File: src/design/nst_pkg.sv
// Package: constants and types for the time-sync trigger block
package nst_pkg;
   // Clock rate and derived second tick
   localparam int unsigned CLK_HZ          = 250000000;
   localparam int unsigned CLK_PERIOD_NS   = 4;
   localparam int unsigned SEC_NS          = 1000000000;
   localparam int unsigned SEC_CYCLES      = SEC_NS / CLK_PERIOD_NS;
   // Setting widths and limits
   localparam int unsigned ADDR_OCTETS     = 63;
   localparam int unsigned ADDR_LEN_W      = 6;
   localparam int unsigned PORT_W          = 16;
   localparam int unsigned RAND_W          = 16;
   localparam int unsigned TIME_W          = 32;
   // Reset values and codes
   localparam logic [15:0] PORT_STD        = 16'h007b;
   localparam logic [15:0] RAND_RESET      = 16'h0000;
   localparam logic [1:0]  AUTH_NONE       = 2'h1;
   localparam logic [1:0]  AUTH_SHARED     = 2'h2;
   localparam logic [1:0]  AUTH_AUTOKEY    = 2'h3;
   localparam logic [7:0]  SCRIPT_SYNC     = 8'h01;
   localparam logic [15:0] LFSR_SEED_DFLT  = 16'h5a3c;
   // Sequencer states
   typedef enum logic [1:0]
   {
      ST_IDLE  = 2'b00,
      ST_WAIT  = 2'b01,
      ST_ISSUE = 2'b10,
      ST_BUSY  = 2'b11
   } nst_state_t;
endpackage

File: src/design/nst_rand_if.sv
// Interface: random delay request and answer between main and generator
`timescale 1ns/10ps
interface nst_rand_if;
   logic        draw;
   logic [15:0] limit;
   logic [15:0] value;
   logic        valid;
   modport gen  (input draw, input limit, output value, output valid);
   modport user (output draw, output limit, input value, input valid);
endinterface

File: src/design/nst_top.sv
// Module: time-sync request trigger, settings and last-success record
`timescale 1ns/10ps
// Function
// - Requests only on point-to-point IPv4/UDP links
// - Only direct synchronize and scheduler script trigger; autonomous mode unsupported
// - Server address held, up to 63 octets
// - Configurable destination port, standard 123
// - Auth 1 none only; keys ignored
// - Direct synchronize fires request immediately
// - One fixed script invokes synchronize
// - Script waits random delay, then fires
// - Random interval 0..65535 s, reset 0
// - Record and expose last success time
// - Last success cleared at reset, invalid
module nst_top
   import nst_pkg::*;
#(
   parameter int unsigned SEC_DIV = SEC_CYCLES
)
(
   // Clock and reset
   input  wire logic        CLOCK,
   input  wire logic        RST,
   // Link status, from modem logic in another domain
   input  wire logic        LINK_P2P,
   input  wire logic        LINK_IPV4_UDP,
   // Settings write port
   input  wire logic        CFG_WE,
   input  wire logic        CFG_ACTIVATED,
   input  wire logic [1:0]  CFG_AUTH,
   input  wire logic [15:0] CFG_PORT,
   input  wire logic [15:0] CFG_RAND_SEC,
   input  wire logic        ADDR_WE,
   input  wire logic [5:0]  ADDR_IDX,
   input  wire logic [7:0]  ADDR_DATA,
   input  wire logic [5:0]  ADDR_LEN,
   input  wire logic        ADDR_IS_NAME,
   // Triggers
   input  wire logic        SYNC_REQ,
   input  wire logic        SCRIPT_EXEC,
   input  wire logic [7:0]  SCRIPT_ID,
   input  wire logic [15:0] DEVICE_SEED,
   // Request completion and time
   input  wire logic        REQ_DONE,
   input  wire logic        REQ_OK,
   input  wire logic [31:0] RTC_TIME,
   // Settings readback
   output logic             ACTIVATED,
   output logic [1:0]       AUTH_METHOD,
   output logic [15:0]      SERVER_PORT,
   output logic [15:0]      RAND_SEC,
   output logic [5:0]       SERVER_LEN,
   output logic             SERVER_IS_NAME,
   input  wire logic [5:0]  RD_IDX,
   output logic [7:0]       RD_DATA,
   // Request to the network stack
   output logic             REQ_FIRE,
   output logic             REQ_PENDING,
   output logic [15:0]      REQ_PORT,
   // Status
   output logic             WAITING,
   output logic [31:0]      LAST_SYNC_TIME,
   output logic             LAST_SYNC_VALID
);
   nst_state_t  state;
   nst_state_t  next_state;
   logic [7:0]  addr_mem [0:62];
   logic [1:0]  p2p_sync;
   logic [1:0]  udp_sync;
   logic        link_ok;
   logic [15:0] delay_left;
   logic        sec_tick;
   logic        fire_now;
   logic        direct_go;
   logic        script_go;
   nst_rand_if  rq ();

   // Link status crosses domains through two flops
   always_ff @(posedge CLOCK or posedge RST)
   begin
      if (RST)
      begin
         p2p_sync <= 2'b00;
         udp_sync <= 2'b00;
      end
      else
      begin
         p2p_sync <= {p2p_sync[0], LINK_P2P};
         udp_sync <= {udp_sync[0], LINK_IPV4_UDP};
      end
   end
   assign link_ok = p2p_sync[1] & udp_sync[1];

   // Settings; autonomous mode is stored but never acts
   always_ff @(posedge CLOCK or posedge RST)
   begin
      if (RST)
      begin
         ACTIVATED   <= 1'b0;
         AUTH_METHOD <= AUTH_NONE;
         SERVER_PORT <= PORT_STD;
         RAND_SEC    <= RAND_RESET;
      end
      else if (CFG_WE)
      begin
         ACTIVATED   <= CFG_ACTIVATED;
         // Only no-security is held; other codes leave the method unchanged
         if (CFG_AUTH == AUTH_NONE)
            AUTH_METHOD <= CFG_AUTH;
         SERVER_PORT <= CFG_PORT;
         RAND_SEC    <= CFG_RAND_SEC;
      end
   end

   // Server address storage, one octet per write
   always_ff @(posedge CLOCK or posedge RST)
   begin
      if (RST)
      begin
         SERVER_LEN     <= 6'h00;
         SERVER_IS_NAME <= 1'b0;
      end
      else if (ADDR_WE)
      begin
         SERVER_LEN     <= ADDR_LEN;
         SERVER_IS_NAME <= ADDR_IS_NAME;
      end
   end

   always_ff @(posedge CLOCK)
   begin
      if (ADDR_WE && ADDR_IDX < 6'(ADDR_OCTETS))
         addr_mem[ADDR_IDX] <= ADDR_DATA;
   end

   // Readback of one octet; index 63 reads zero
   always_ff @(posedge CLOCK or posedge RST)
   begin
      if (RST)
         RD_DATA <= 8'h00;
      else if (RD_IDX < 6'(ADDR_OCTETS))
         RD_DATA <= addr_mem[RD_IDX];
      else
         RD_DATA <= 8'h00;
   end

   // Trigger qualification; autonomous mode would bypass, so it blocks all
   assign direct_go = SYNC_REQ & ~ACTIVATED;
   assign script_go = SCRIPT_EXEC & (SCRIPT_ID == SCRIPT_SYNC) & ~ACTIVATED;

   // Random draw when the script runs
   assign rq.draw  = script_go && state == ST_IDLE && !direct_go;
   assign rq.limit = RAND_SEC;

   nst_rand nst_rand_inst
   (
      .clk  (CLOCK),
      .rst  (RST),
      .seed (DEVICE_SEED),
      .rq   (rq)
   );

   nst_sec #(.DIV(SEC_DIV)) nst_sec_inst
   (
      .clk     (CLOCK),
      .rst     (RST),
      .restart (rq.valid),
      .tick    (sec_tick)
   );

   // Fire once the delay is spent; a zero draw fires at once
   assign fire_now = (state == ST_WAIT) && rq.valid == 1'b0 &&
                     (delay_left == 16'h0000);

   // Sequencer
   always_comb
   begin
      next_state = state;
      unique case (state)
         ST_IDLE:
         begin
            if (direct_go)
               next_state = ST_ISSUE;
            else if (script_go)
               next_state = ST_WAIT;
         end
         ST_WAIT:
         begin
            if (direct_go)
               next_state = ST_ISSUE;
            else if (fire_now)
               next_state = ST_ISSUE;
         end
         ST_ISSUE:
            next_state = link_ok ? ST_BUSY : ST_IDLE;
         ST_BUSY:
         begin
            if (REQ_DONE)
               next_state = ST_IDLE;
         end
      endcase
   end

   always_ff @(posedge CLOCK or posedge RST)
   begin
      if (RST)
         state <= ST_IDLE;
      else
         state <= next_state;
   end

   // Delay counter in whole seconds
   always_ff @(posedge CLOCK or posedge RST)
   begin
      if (RST)
         delay_left <= 16'h0000;
      else if (rq.valid)
         delay_left <= rq.value;
      else if (state == ST_WAIT && sec_tick && delay_left != 16'h0000)
         delay_left <= delay_left - 16'h0001;
   end

   // Request strobe, suppressed when link is not point-to-point IPv4/UDP
   always_ff @(posedge CLOCK or posedge RST)
   begin
      if (RST)
      begin
         REQ_FIRE    <= 1'b0;
         REQ_PENDING <= 1'b0;
         REQ_PORT    <= PORT_STD;
         WAITING     <= 1'b0;
      end
      else
      begin
         REQ_FIRE    <= (state == ST_ISSUE) && link_ok;
         REQ_PENDING <= (next_state == ST_BUSY);
         WAITING     <= (next_state == ST_WAIT);
         if (state == ST_ISSUE)
            REQ_PORT <= SERVER_PORT;
      end
   end

   // Last success timestamp, invalid from reset
   always_ff @(posedge CLOCK or posedge RST)
   begin
      if (RST)
      begin
         LAST_SYNC_TIME  <= 32'h00000000;
         LAST_SYNC_VALID <= 1'b0;
      end
      else if (state == ST_BUSY && REQ_DONE && REQ_OK)
      begin
         LAST_SYNC_TIME  <= RTC_TIME;
         LAST_SYNC_VALID <= 1'b1;
      end
   end

   // ---------------------------------------------------------------
   // Checks
   // ---------------------------------------------------------------
   AST_FIRE_NEEDS_LINK: assert property (@(posedge CLOCK) disable iff (RST)
      REQ_FIRE |-> $past(link_ok))
      else $error("request fired without link");
   AST_DIRECT_FAST: assert property (@(posedge CLOCK) disable iff (RST)
      (state == ST_IDLE && direct_go && link_ok) ##1 link_ok |=> REQ_FIRE)
      else $error("direct sync not immediate");
   AST_NO_AUTONOMOUS: assert property (@(posedge CLOCK) disable iff (RST)
      (state == ST_IDLE && ACTIVATED) |=> state == ST_IDLE)
      else $error("trigger while activated");
   AST_SCRIPT_WAITS: assert property (@(posedge CLOCK) disable iff (RST)
      (state == ST_IDLE && script_go && !direct_go) |=> state == ST_WAIT)
      else $error("script did not wait");
   AST_AUTH_NONE: assert property (@(posedge CLOCK) disable iff (RST)
      AUTH_METHOD == AUTH_NONE)
      else $error("auth method not none");
   AST_DELAY_BOUND: assert property (@(posedge CLOCK) disable iff (RST)
      rq.valid |-> rq.value <= $past(RAND_SEC))
      else $error("delay above interval");
   AST_PORT_USED: assert property (@(posedge CLOCK) disable iff (RST)
      (state == ST_ISSUE) |=> REQ_PORT == $past(SERVER_PORT))
      else $error("wrong port");
   AST_LAST_TIME: assert property (@(posedge CLOCK) disable iff (RST)
      (state == ST_BUSY && REQ_DONE && REQ_OK) |=> LAST_SYNC_VALID &&
      LAST_SYNC_TIME == $past(RTC_TIME))
      else $error("last time not recorded");
   AST_WAIT_NO_FIRE: assert property (@(posedge CLOCK) disable iff (RST)
      (state == ST_WAIT && delay_left != 16'h0000 && !direct_go) |=> state != ST_ISSUE)
      else $error("fired before delay");
   AST_VALID_STAYS: assert property (@(posedge CLOCK) disable iff (RST)
      LAST_SYNC_VALID |=> LAST_SYNC_VALID)
      else $error("last success lost without reset");
   AST_FIRE_ONE_CYCLE: assert property (@(posedge CLOCK) disable iff (RST)
      REQ_FIRE |=> !REQ_FIRE)
      else $error("request strobe longer than one cycle");
   COV_CANCEL: cover property (@(posedge CLOCK) disable iff (RST)
      state == ST_WAIT && direct_go);
   COV_DIRECT: cover property (@(posedge CLOCK) disable iff (RST)
      direct_go ##2 REQ_FIRE);
   COV_SCRIPT: cover property (@(posedge CLOCK) disable iff (RST)
      (state == ST_WAIT) ##1 (state == ST_ISSUE));
   COV_SUCCESS: cover property (@(posedge CLOCK) disable iff (RST)
      LAST_SYNC_VALID);
   COV_SUPPRESS: cover property (@(posedge CLOCK) disable iff (RST)
      state == ST_ISSUE && !link_ok);
endmodule

File: src/design/nst_rand.sv
// Module: pseudo-random whole-second delay generator
`timescale 1ns/10ps
module nst_rand
   import nst_pkg::*;
(
   // Clock and reset
   input  wire logic        clk,
   input  wire logic        rst,
   // Per-device seed
   input  wire logic [15:0] seed,
   // Draw port
   nst_rand_if.gen          rq
);
   logic [15:0] lfsr;
   logic        seeded;
   logic [16:0] span;
   logic [31:0] prod;

   // Free-running LFSR, seeded after reset so devices differ
   always_ff @(posedge clk or posedge rst)
   begin
      if (rst)
      begin
         lfsr   <= 16'h0001;
         seeded <= 1'b0;
      end
      else if (!seeded)
      begin
         lfsr   <= (seed == 16'h0000) ? LFSR_SEED_DFLT : seed;
         seeded <= 1'b1;
      end
      else
         lfsr <= {lfsr[14:0], lfsr[15] ^ lfsr[13] ^ lfsr[12] ^ lfsr[10]};
   end

   // Scale into 0..limit by multiply, near uniform
   always_comb
   begin
      span = {1'b0, rq.limit} + 17'h00001;
      prod = 32'(lfsr) * 32'(span);
   end

   // Answer one cycle after the draw
   always_ff @(posedge clk or posedge rst)
   begin
      if (rst)
      begin
         rq.value <= 16'h0000;
         rq.valid <= 1'b0;
      end
      else
      begin
         rq.valid <= rq.draw;
         if (rq.draw)
            rq.value <= prod[31:16];
      end
   end
endmodule

File: src/design/nst_sec.sv
// Module: divider giving a one-cycle pulse per second
`timescale 1ns/10ps
module nst_sec
   import nst_pkg::*;
#(
   parameter int unsigned DIV = SEC_CYCLES
)
(
   input  wire logic clk,
   input  wire logic rst,
   input  wire logic restart,
   output      logic tick
);
   logic [27:0] cnt;

   // Restart aligns the first second with the start of a wait
   always_ff @(posedge clk or posedge rst)
   begin
      if (rst)
      begin
         cnt  <= 28'h0000000;
         tick <= 1'b0;
      end
      else if (restart)
      begin
         cnt  <= 28'h0000000;
         tick <= 1'b0;
      end
      else if (cnt == 28'(DIV - 1))
      begin
         cnt  <= 28'h0000000;
         tick <= 1'b1;
      end
      else
      begin
         cnt  <= cnt + 28'h0000001;
         tick <= 1'b0;
      end
   end
endmodule

File: config.mk
export PLATFORM = sky130hd
export DESIGN_NAME = nst_top
export DESIGN_NICKNAME = d
export VERILOG_FILES = /design/src/design/nst_pkg.sv /design/src/design/nst_rand_if.sv /design/src/design/nst_top.sv /design/src/design/nst_rand.sv /design/src/design/nst_sec.sv
export SDC_FILE = /design/constraint.sdc
export NUM_CORES = 1
export LEC_CHECK = 0
export BUFFER_PORTS_ARGS = -buffer_cell sky130_fd_sc_hd__buf_2
export CAP_MARGIN = 25
export CORE_MARGIN = 10
export CORE_UTILIZATION = 50
export CTS_CLUSTER_DIAMETER = 30
export DETAILED_ROUTE_END_ITERATION = 7
export GPL_ROUTABILITY_DRIVEN = 1
export PLACE_DENSITY = 0.7
export SLEW_MARGIN = 40
export SYNTH_ARGS = -nofsm -noshare
export SYNTH_HDL_FRONTEND = slang
export SYNTH_SLANG_ARGS = --single-unit
File: constraint.sdc
create_clock -name CLOCK -period 6.63 [get_ports CLOCK]
set_input_delay 1.6575 -clock CLOCK [delete_from_list [all_inputs] [get_ports CLOCK]]
set_output_delay 1.6575 -clock CLOCK [all_outputs]
set_load 0.1 [all_outputs]
Word level (Yosys, flattened, before mapping)
Memory sizes are Yosys's and may differ from the RTL's.
Cells that the tools add are included.
W data, S select, Z words.
{ "op_classes": {"n_reduce_logical": 17, "bitwise": 9, "mul": 1, "order_cmp": 2, "n_addsub": 3, "n_mux": 18, "eq_ne": 8} }
{ "op_table": {"columns": ["cell", "n"], "rows": [
  ["$mux W16", 4],
  ["$mux W28", 2],
  ["$logic_not A16 Y1", 2],
  ["$mul A16 B17 Y32", 1],
  ["$add A28 B1 Y28 const B", 1],
  ["$eq A28 B28 Y1 const B", 1],
  ["$add A16 B1 Y17 const B", 1],
  ["$reduce_bool A16 Y1", 1],
  ["$sub A16 B1 Y16 const B", 1],
  ["$lt A6 B6 Y1 const B", 2],
  ["$mux W2", 6],
  ["$logic_and A1 B1 Y1", 10],
  ["$eq A8 B1 Y1 const B", 1],
  ["$mux W8", 1],
  ["$pmux W2 S4", 1],
  ["$eq A2 B1 Y1 const B", 3],
  ["$eq A2 B2 Y1 const B", 3],
  ["$and A1 B1 Y1", 4],
  ["$mux W1", 4],
  ["$xor A1 B1 Y1", 3],
  ["$logic_not A2 Y1", 1],
  ["$not A1 Y1", 2],
  ["$reduce_and A2 Y1", 1],
  ["$reduce_bool A2 Y1", 1],
  ["$logic_not A1 Y1", 1]
]} }
{ "word_totals": {"reg_bits": 187, "ram_bits": 504, "word_cells": 82, "input_bits": 128, "memories": 1} }
{ "memory_table": {"columns": ["name", "depth", "width", "read_ports", "rd_ports_with_merged_regs", "write_ports", "line", "source"], "rows": [
  ["addr_mem", 63, 8, 1, 0, 1, "nst_top.sv:67", "logic [7:0] addr_mem [0:62];"]
]} }

Logic depth before layout (Yosys ltp)
{ "logic_depth": {"depth_word": 7, "depth_mapped": 26, "depth_no_buf": 25} }

Modules after synthesis
A second synthesis with hierarchy kept.
{ "unflattened": {"hier_cells": 2600, "hier_area_um2": 36348.6} }
{ "by_module_without_submodules": {"columns": ["module", "n_inst", "area_each_um2", "cells_each"], "rows": [
  ["nst_top", 1, 24544.8, 1284],
  ["nst_rand", 1, 10219.8, 1149],
  ["nst_sec", 1, 1584.0, 167]
]} }

Worst setup path after synthesis
No wires, ideal clock.
{ "synth_path": {"kind": "reg-to-reg", "from": "reg RAND_SEC[0]", "to": "reg nst_rand_inst.rq.value[14]", "setup_slack_ns": -1.363, "t_required_ns": 6.507, "n_path_buf": 2, "setup_ns": 0.123, "period_less_slack_ns": 7.993, "stages_incl_launch_ff": 25, "arrival_time_ns": 7.870, "cell_sequence": "dfrtp_1 clkbuf_1 nand2_1 nor2_1 nand3_1 nor2_1 nand4_1 xnor2_1 clkbuf_1 nand2_1 fa_1 fa_1 fa_1 inv_1 fa_1 fa_1 fa_1 ha_1 a22o_1 or4_4 a211oi_4 o211ai_4 o311a_1 o21a_1 o221a_1"} }
{ "synth_via": {"elab_chain_len": 2} }
{ "synth_lines": {"columns": ["element", "line", "source"], "rows": [
  ["start, declared", "nst_top.sv:51", "output logic [15:0] RAND_SEC,"],
  ["start signal, assigned", "nst_top.sv:102", "RAND_SEC <= RAND_RESET;"],
  ["start signal, assigned", "nst_top.sv:111", "RAND_SEC <= CFG_RAND_SEC;"],
  ["$add A16 B1 Y17", "nst_rand.sv:39", "span = {1'b0, rq.limit} + 17'h00001;"],
  ["$mul A16 B17 Y32", "nst_rand.sv:40", "prod = 32'(lfsr) * 32'(span);"],
  ["end signal, assigned", "nst_rand.sv:55", "rq.value <= prod[31:16];"],
  ["end, declared", "nst_rand_if.sv:8", "modport gen (input draw, input limit, output value, output valid);"]
]} }
Every way passes these cells.
A chain may end at the register's enable or synchronous reset.

Worst setup path after layout
Same ends and word-level chain as after synthesis.

==> metrics.txt <==
Initial DRC Count 1536; Yosys reg bits 691; Remaining DRCs 0; most common cell after layout, fill and taps aside edfxtp_1; class of the worst hold path flop to flop; num ports 230; crit path DAT 7310 ps; failing checks negative setup slack; Synth cell types 61; Clock Skews 101 ps; H-tree Lvls 3; WP data required 7170 ps; final instance area 43400 um^2; EDFF count, synth 504; origin of the critical flop-to-flop path RAND_SEC[0]; largest net degree at the start of global routing 98; cell row count 97; worst hold start p2p_sync[0]; Placer Congestion 0.839; RSZ-0062 raised after global routing yes; yosys warns 0; Reg clk slew, reported paths 50 ps; status finished with violations; Final TNS setup -314 ps; syn avg cell area 14.7 um^2; fraction of layout cells with a size suffix above 1 0.316; fin nets 3219; placed inst area 38400 um^2; Maximum Capacitance Violations 0; Detail Placement HPWL 56800 um; Slew Viols, Final 0; Initial Util 0.506; most frequent cells in the layout edfxtp_1, inv_1, buf_2; syn_nets 2856; startpoint type of the worst setup path flop; setup violators final 5; root buffer cell clkbuf_16; register area share after synthesis 0.558; Cells after Synth 2421; Area Overhead vs Synth 22.0%; worst r2r dst nst_rand_inst.rq.value[14]; Slew @ Worst Pin 870 ps; first-pass GRT wire length 131000 um; CP max FO 4; Tcrit/Tclk final 1.02; Routed wire per std cell 21.9 um; via count 21072; Final ANT Viol Nets 0; worst r2r path cells 23; number of port buffers 229; Post-Syn Area 35600 um^2; vias in the first global route 22877; CTS Buf Count 121; Hold EP p2p_sync[1]; DIE WIDTH 287 um; TritonCTS Sinks 691; 1st-pass router iterations 7; GR Overflow Total 0; Main synth FF type edfxtp_1; hold path cells 0; Setup crit end kind flop; die height 287 um; Detailed Route WL 84000 um; Fin. Hold Viols 0; GRT Overall Usage 0.205; Crit Path Class flop to flop; die area 82200 um^2; Worst-Skew Late Latency 720 ps; CTS Buffer Depth 3; minimum clock period 6770 ps; vias per inst 5.50; max_slew headroom 0.418; initial antenna violation count 5; Post-synth ARST share 0.271; CTS tree done; f_max 148 MHz; reg2reg setup slack -140 ps; min setup slack post-route -141 ps; core area 70300 um^2
kinds of logic (layout without fill, tap and decap cells):
kind of cell / after synthesis / after routing / synth area share
and+or+nand+nor: 596 / 596 / 0.0803
muxes: 262 / 262 / 0.129
adders and majority gates: 307 / 307 / 0.151
xor gates and xnor gates: 78 / 78 / 0.0192
DFF: 691 / 691 / 0.558
other: 1 / 2 / 0.000105
buffers and inverters: 360 / 832 / 0.0393
AOI/OAI and AO/OA: 126 / 126 / 0.0227
flip-flops by register name (all words and copies together) (netlist names), 2 cells and up:
signal,count
addr_mem,504
LAST_SYNC_TIME,32
nst_sec_inst.cnt,28
RAND_SEC,16
REQ_PORT,16
SERVER_PORT,16
delay_left,16
nst_rand_inst.lfsr,16
nst_rand_inst.rq.value,16
RD_DATA,8
SERVER_LEN,6
AUTH_METHOD,2
p2p_sync,2
state,2
udp_sync,2
metrics by stage:
step	utilization	instances	hold WS, ps	worst slack (ps)
global placement	0.546	3587	339	-236
CTS	0.614	3827	356	-105
global route	0.617	3834	375	-353
finish	0.617	3834	358	-141
detailed placement	0.547	3588	346	-338
floorplan	-	2421	331	-609
layer usage:
metal	track usage	routed length (um)	share of wire
met1	0.254	32300	0.38
met2	0.356	44100	0.52
met3	0.0422	5420	0.065
met4	0.0663	2170	0.026
met5	0	39	0.00046
critical path, cell delays in order, from the launching register on:
cell      delay [ps]
dfrtp_2          410
ha_4             160
nand3_4          120
nor3_4           160
and3_4           230
xor2_4           220
buf_6            140
nand2_2           50
fa_1             540
fa_1             430
fa_1             530
inv_2             40
fa_1             550
fa_1             430
fa_1             540
ha_4             210
a22o_1           240
or4_4            440
a211oi_4         220
buf_6            160
o211ai_4         100
o311a_1          330
o21a_1           200
o221a_1          220
cells in the mapped netlist, drive strengths merged, types with 2 or more instances:
library cell	n	area (um^2)
mux2	93	1050
nand3	18	90.1
nand4b	2	17.5
nand2b	10	62.6
o31ai	3	22.5
ha	101	1260
nor2b	18	113
nand3b	6	45.0
xnor2	37	324
mux2i	20	200
or3	5	31.3
a211oi	14	118
dfrtp	173	4330
mux4	149	3360
o21ai	49	245
inv	247	927
and4	4	35.0
clkbuf	85	319
nor2	145	544
o21a	3	22.5
and2	113	707
nor4b	4	35.0
nand4	20	125
fa	206	4120
buf	28	151
edfxtp	504	15100
a31oi	4	25.0
nor4	8	56.3
a21oi	24	120
a21o	6	45.0
nand2	213	800
or4	5	41.3
nor3	10	50.1
xor2	41	359
o211ai	4	43.8
o2111ai	2	17.5
or3b	3	26.3
nor3b	2	15.0
and3	9	56.3
dfstp	14	368
o22ai	7	43.8
layout make-up:
| class | instances | area [um^2] |
|---|---|---|
| repair buffers | 353 | 2210 |
| inverters | 247 | 931 |
| well taps | 940 | 1180 |
| diodes | 1 | 2.50 |
| flip-flops and latches | 691 | 19800 |
| clock buffers | 139 | 3170 |
| fillers | 5086 | 26900 |
| clock inverters | 93 | 1300 |
| multi-input cells | 1370 | 14800 |
repair_timing:
item	CTS	global route
pin swaps	13	19
endpoints found under the setup margin	14	16
hold buffers	0	0
gates resized for setup	39	36
buffers inserted	9	7
worst max-delay path by stage:
stage,from,endpoint,slack [ps],cells after the start
after floorplan,RAND_SEC[0],nst_rand_inst.rq.value[14],-610,24
after global placement,RAND_SEC[0],nst_rand_inst.rq.value[14],-240,25
after detailed placement,RAND_SEC[0],nst_rand_inst.rq.value[14],-340,25
after CTS,RAND_SEC[0],nst_rand_inst.rq.value[14],-110,25
after global routing,RAND_SEC[0],nst_rand_inst.rq.value[14],-350,24
final,RAND_SEC[0],nst_rand_inst.rq.value[14],-140,23
Power is not shown: default switching activity piles up to over one toggle a cycle in this logic, so the estimate is an artifact.
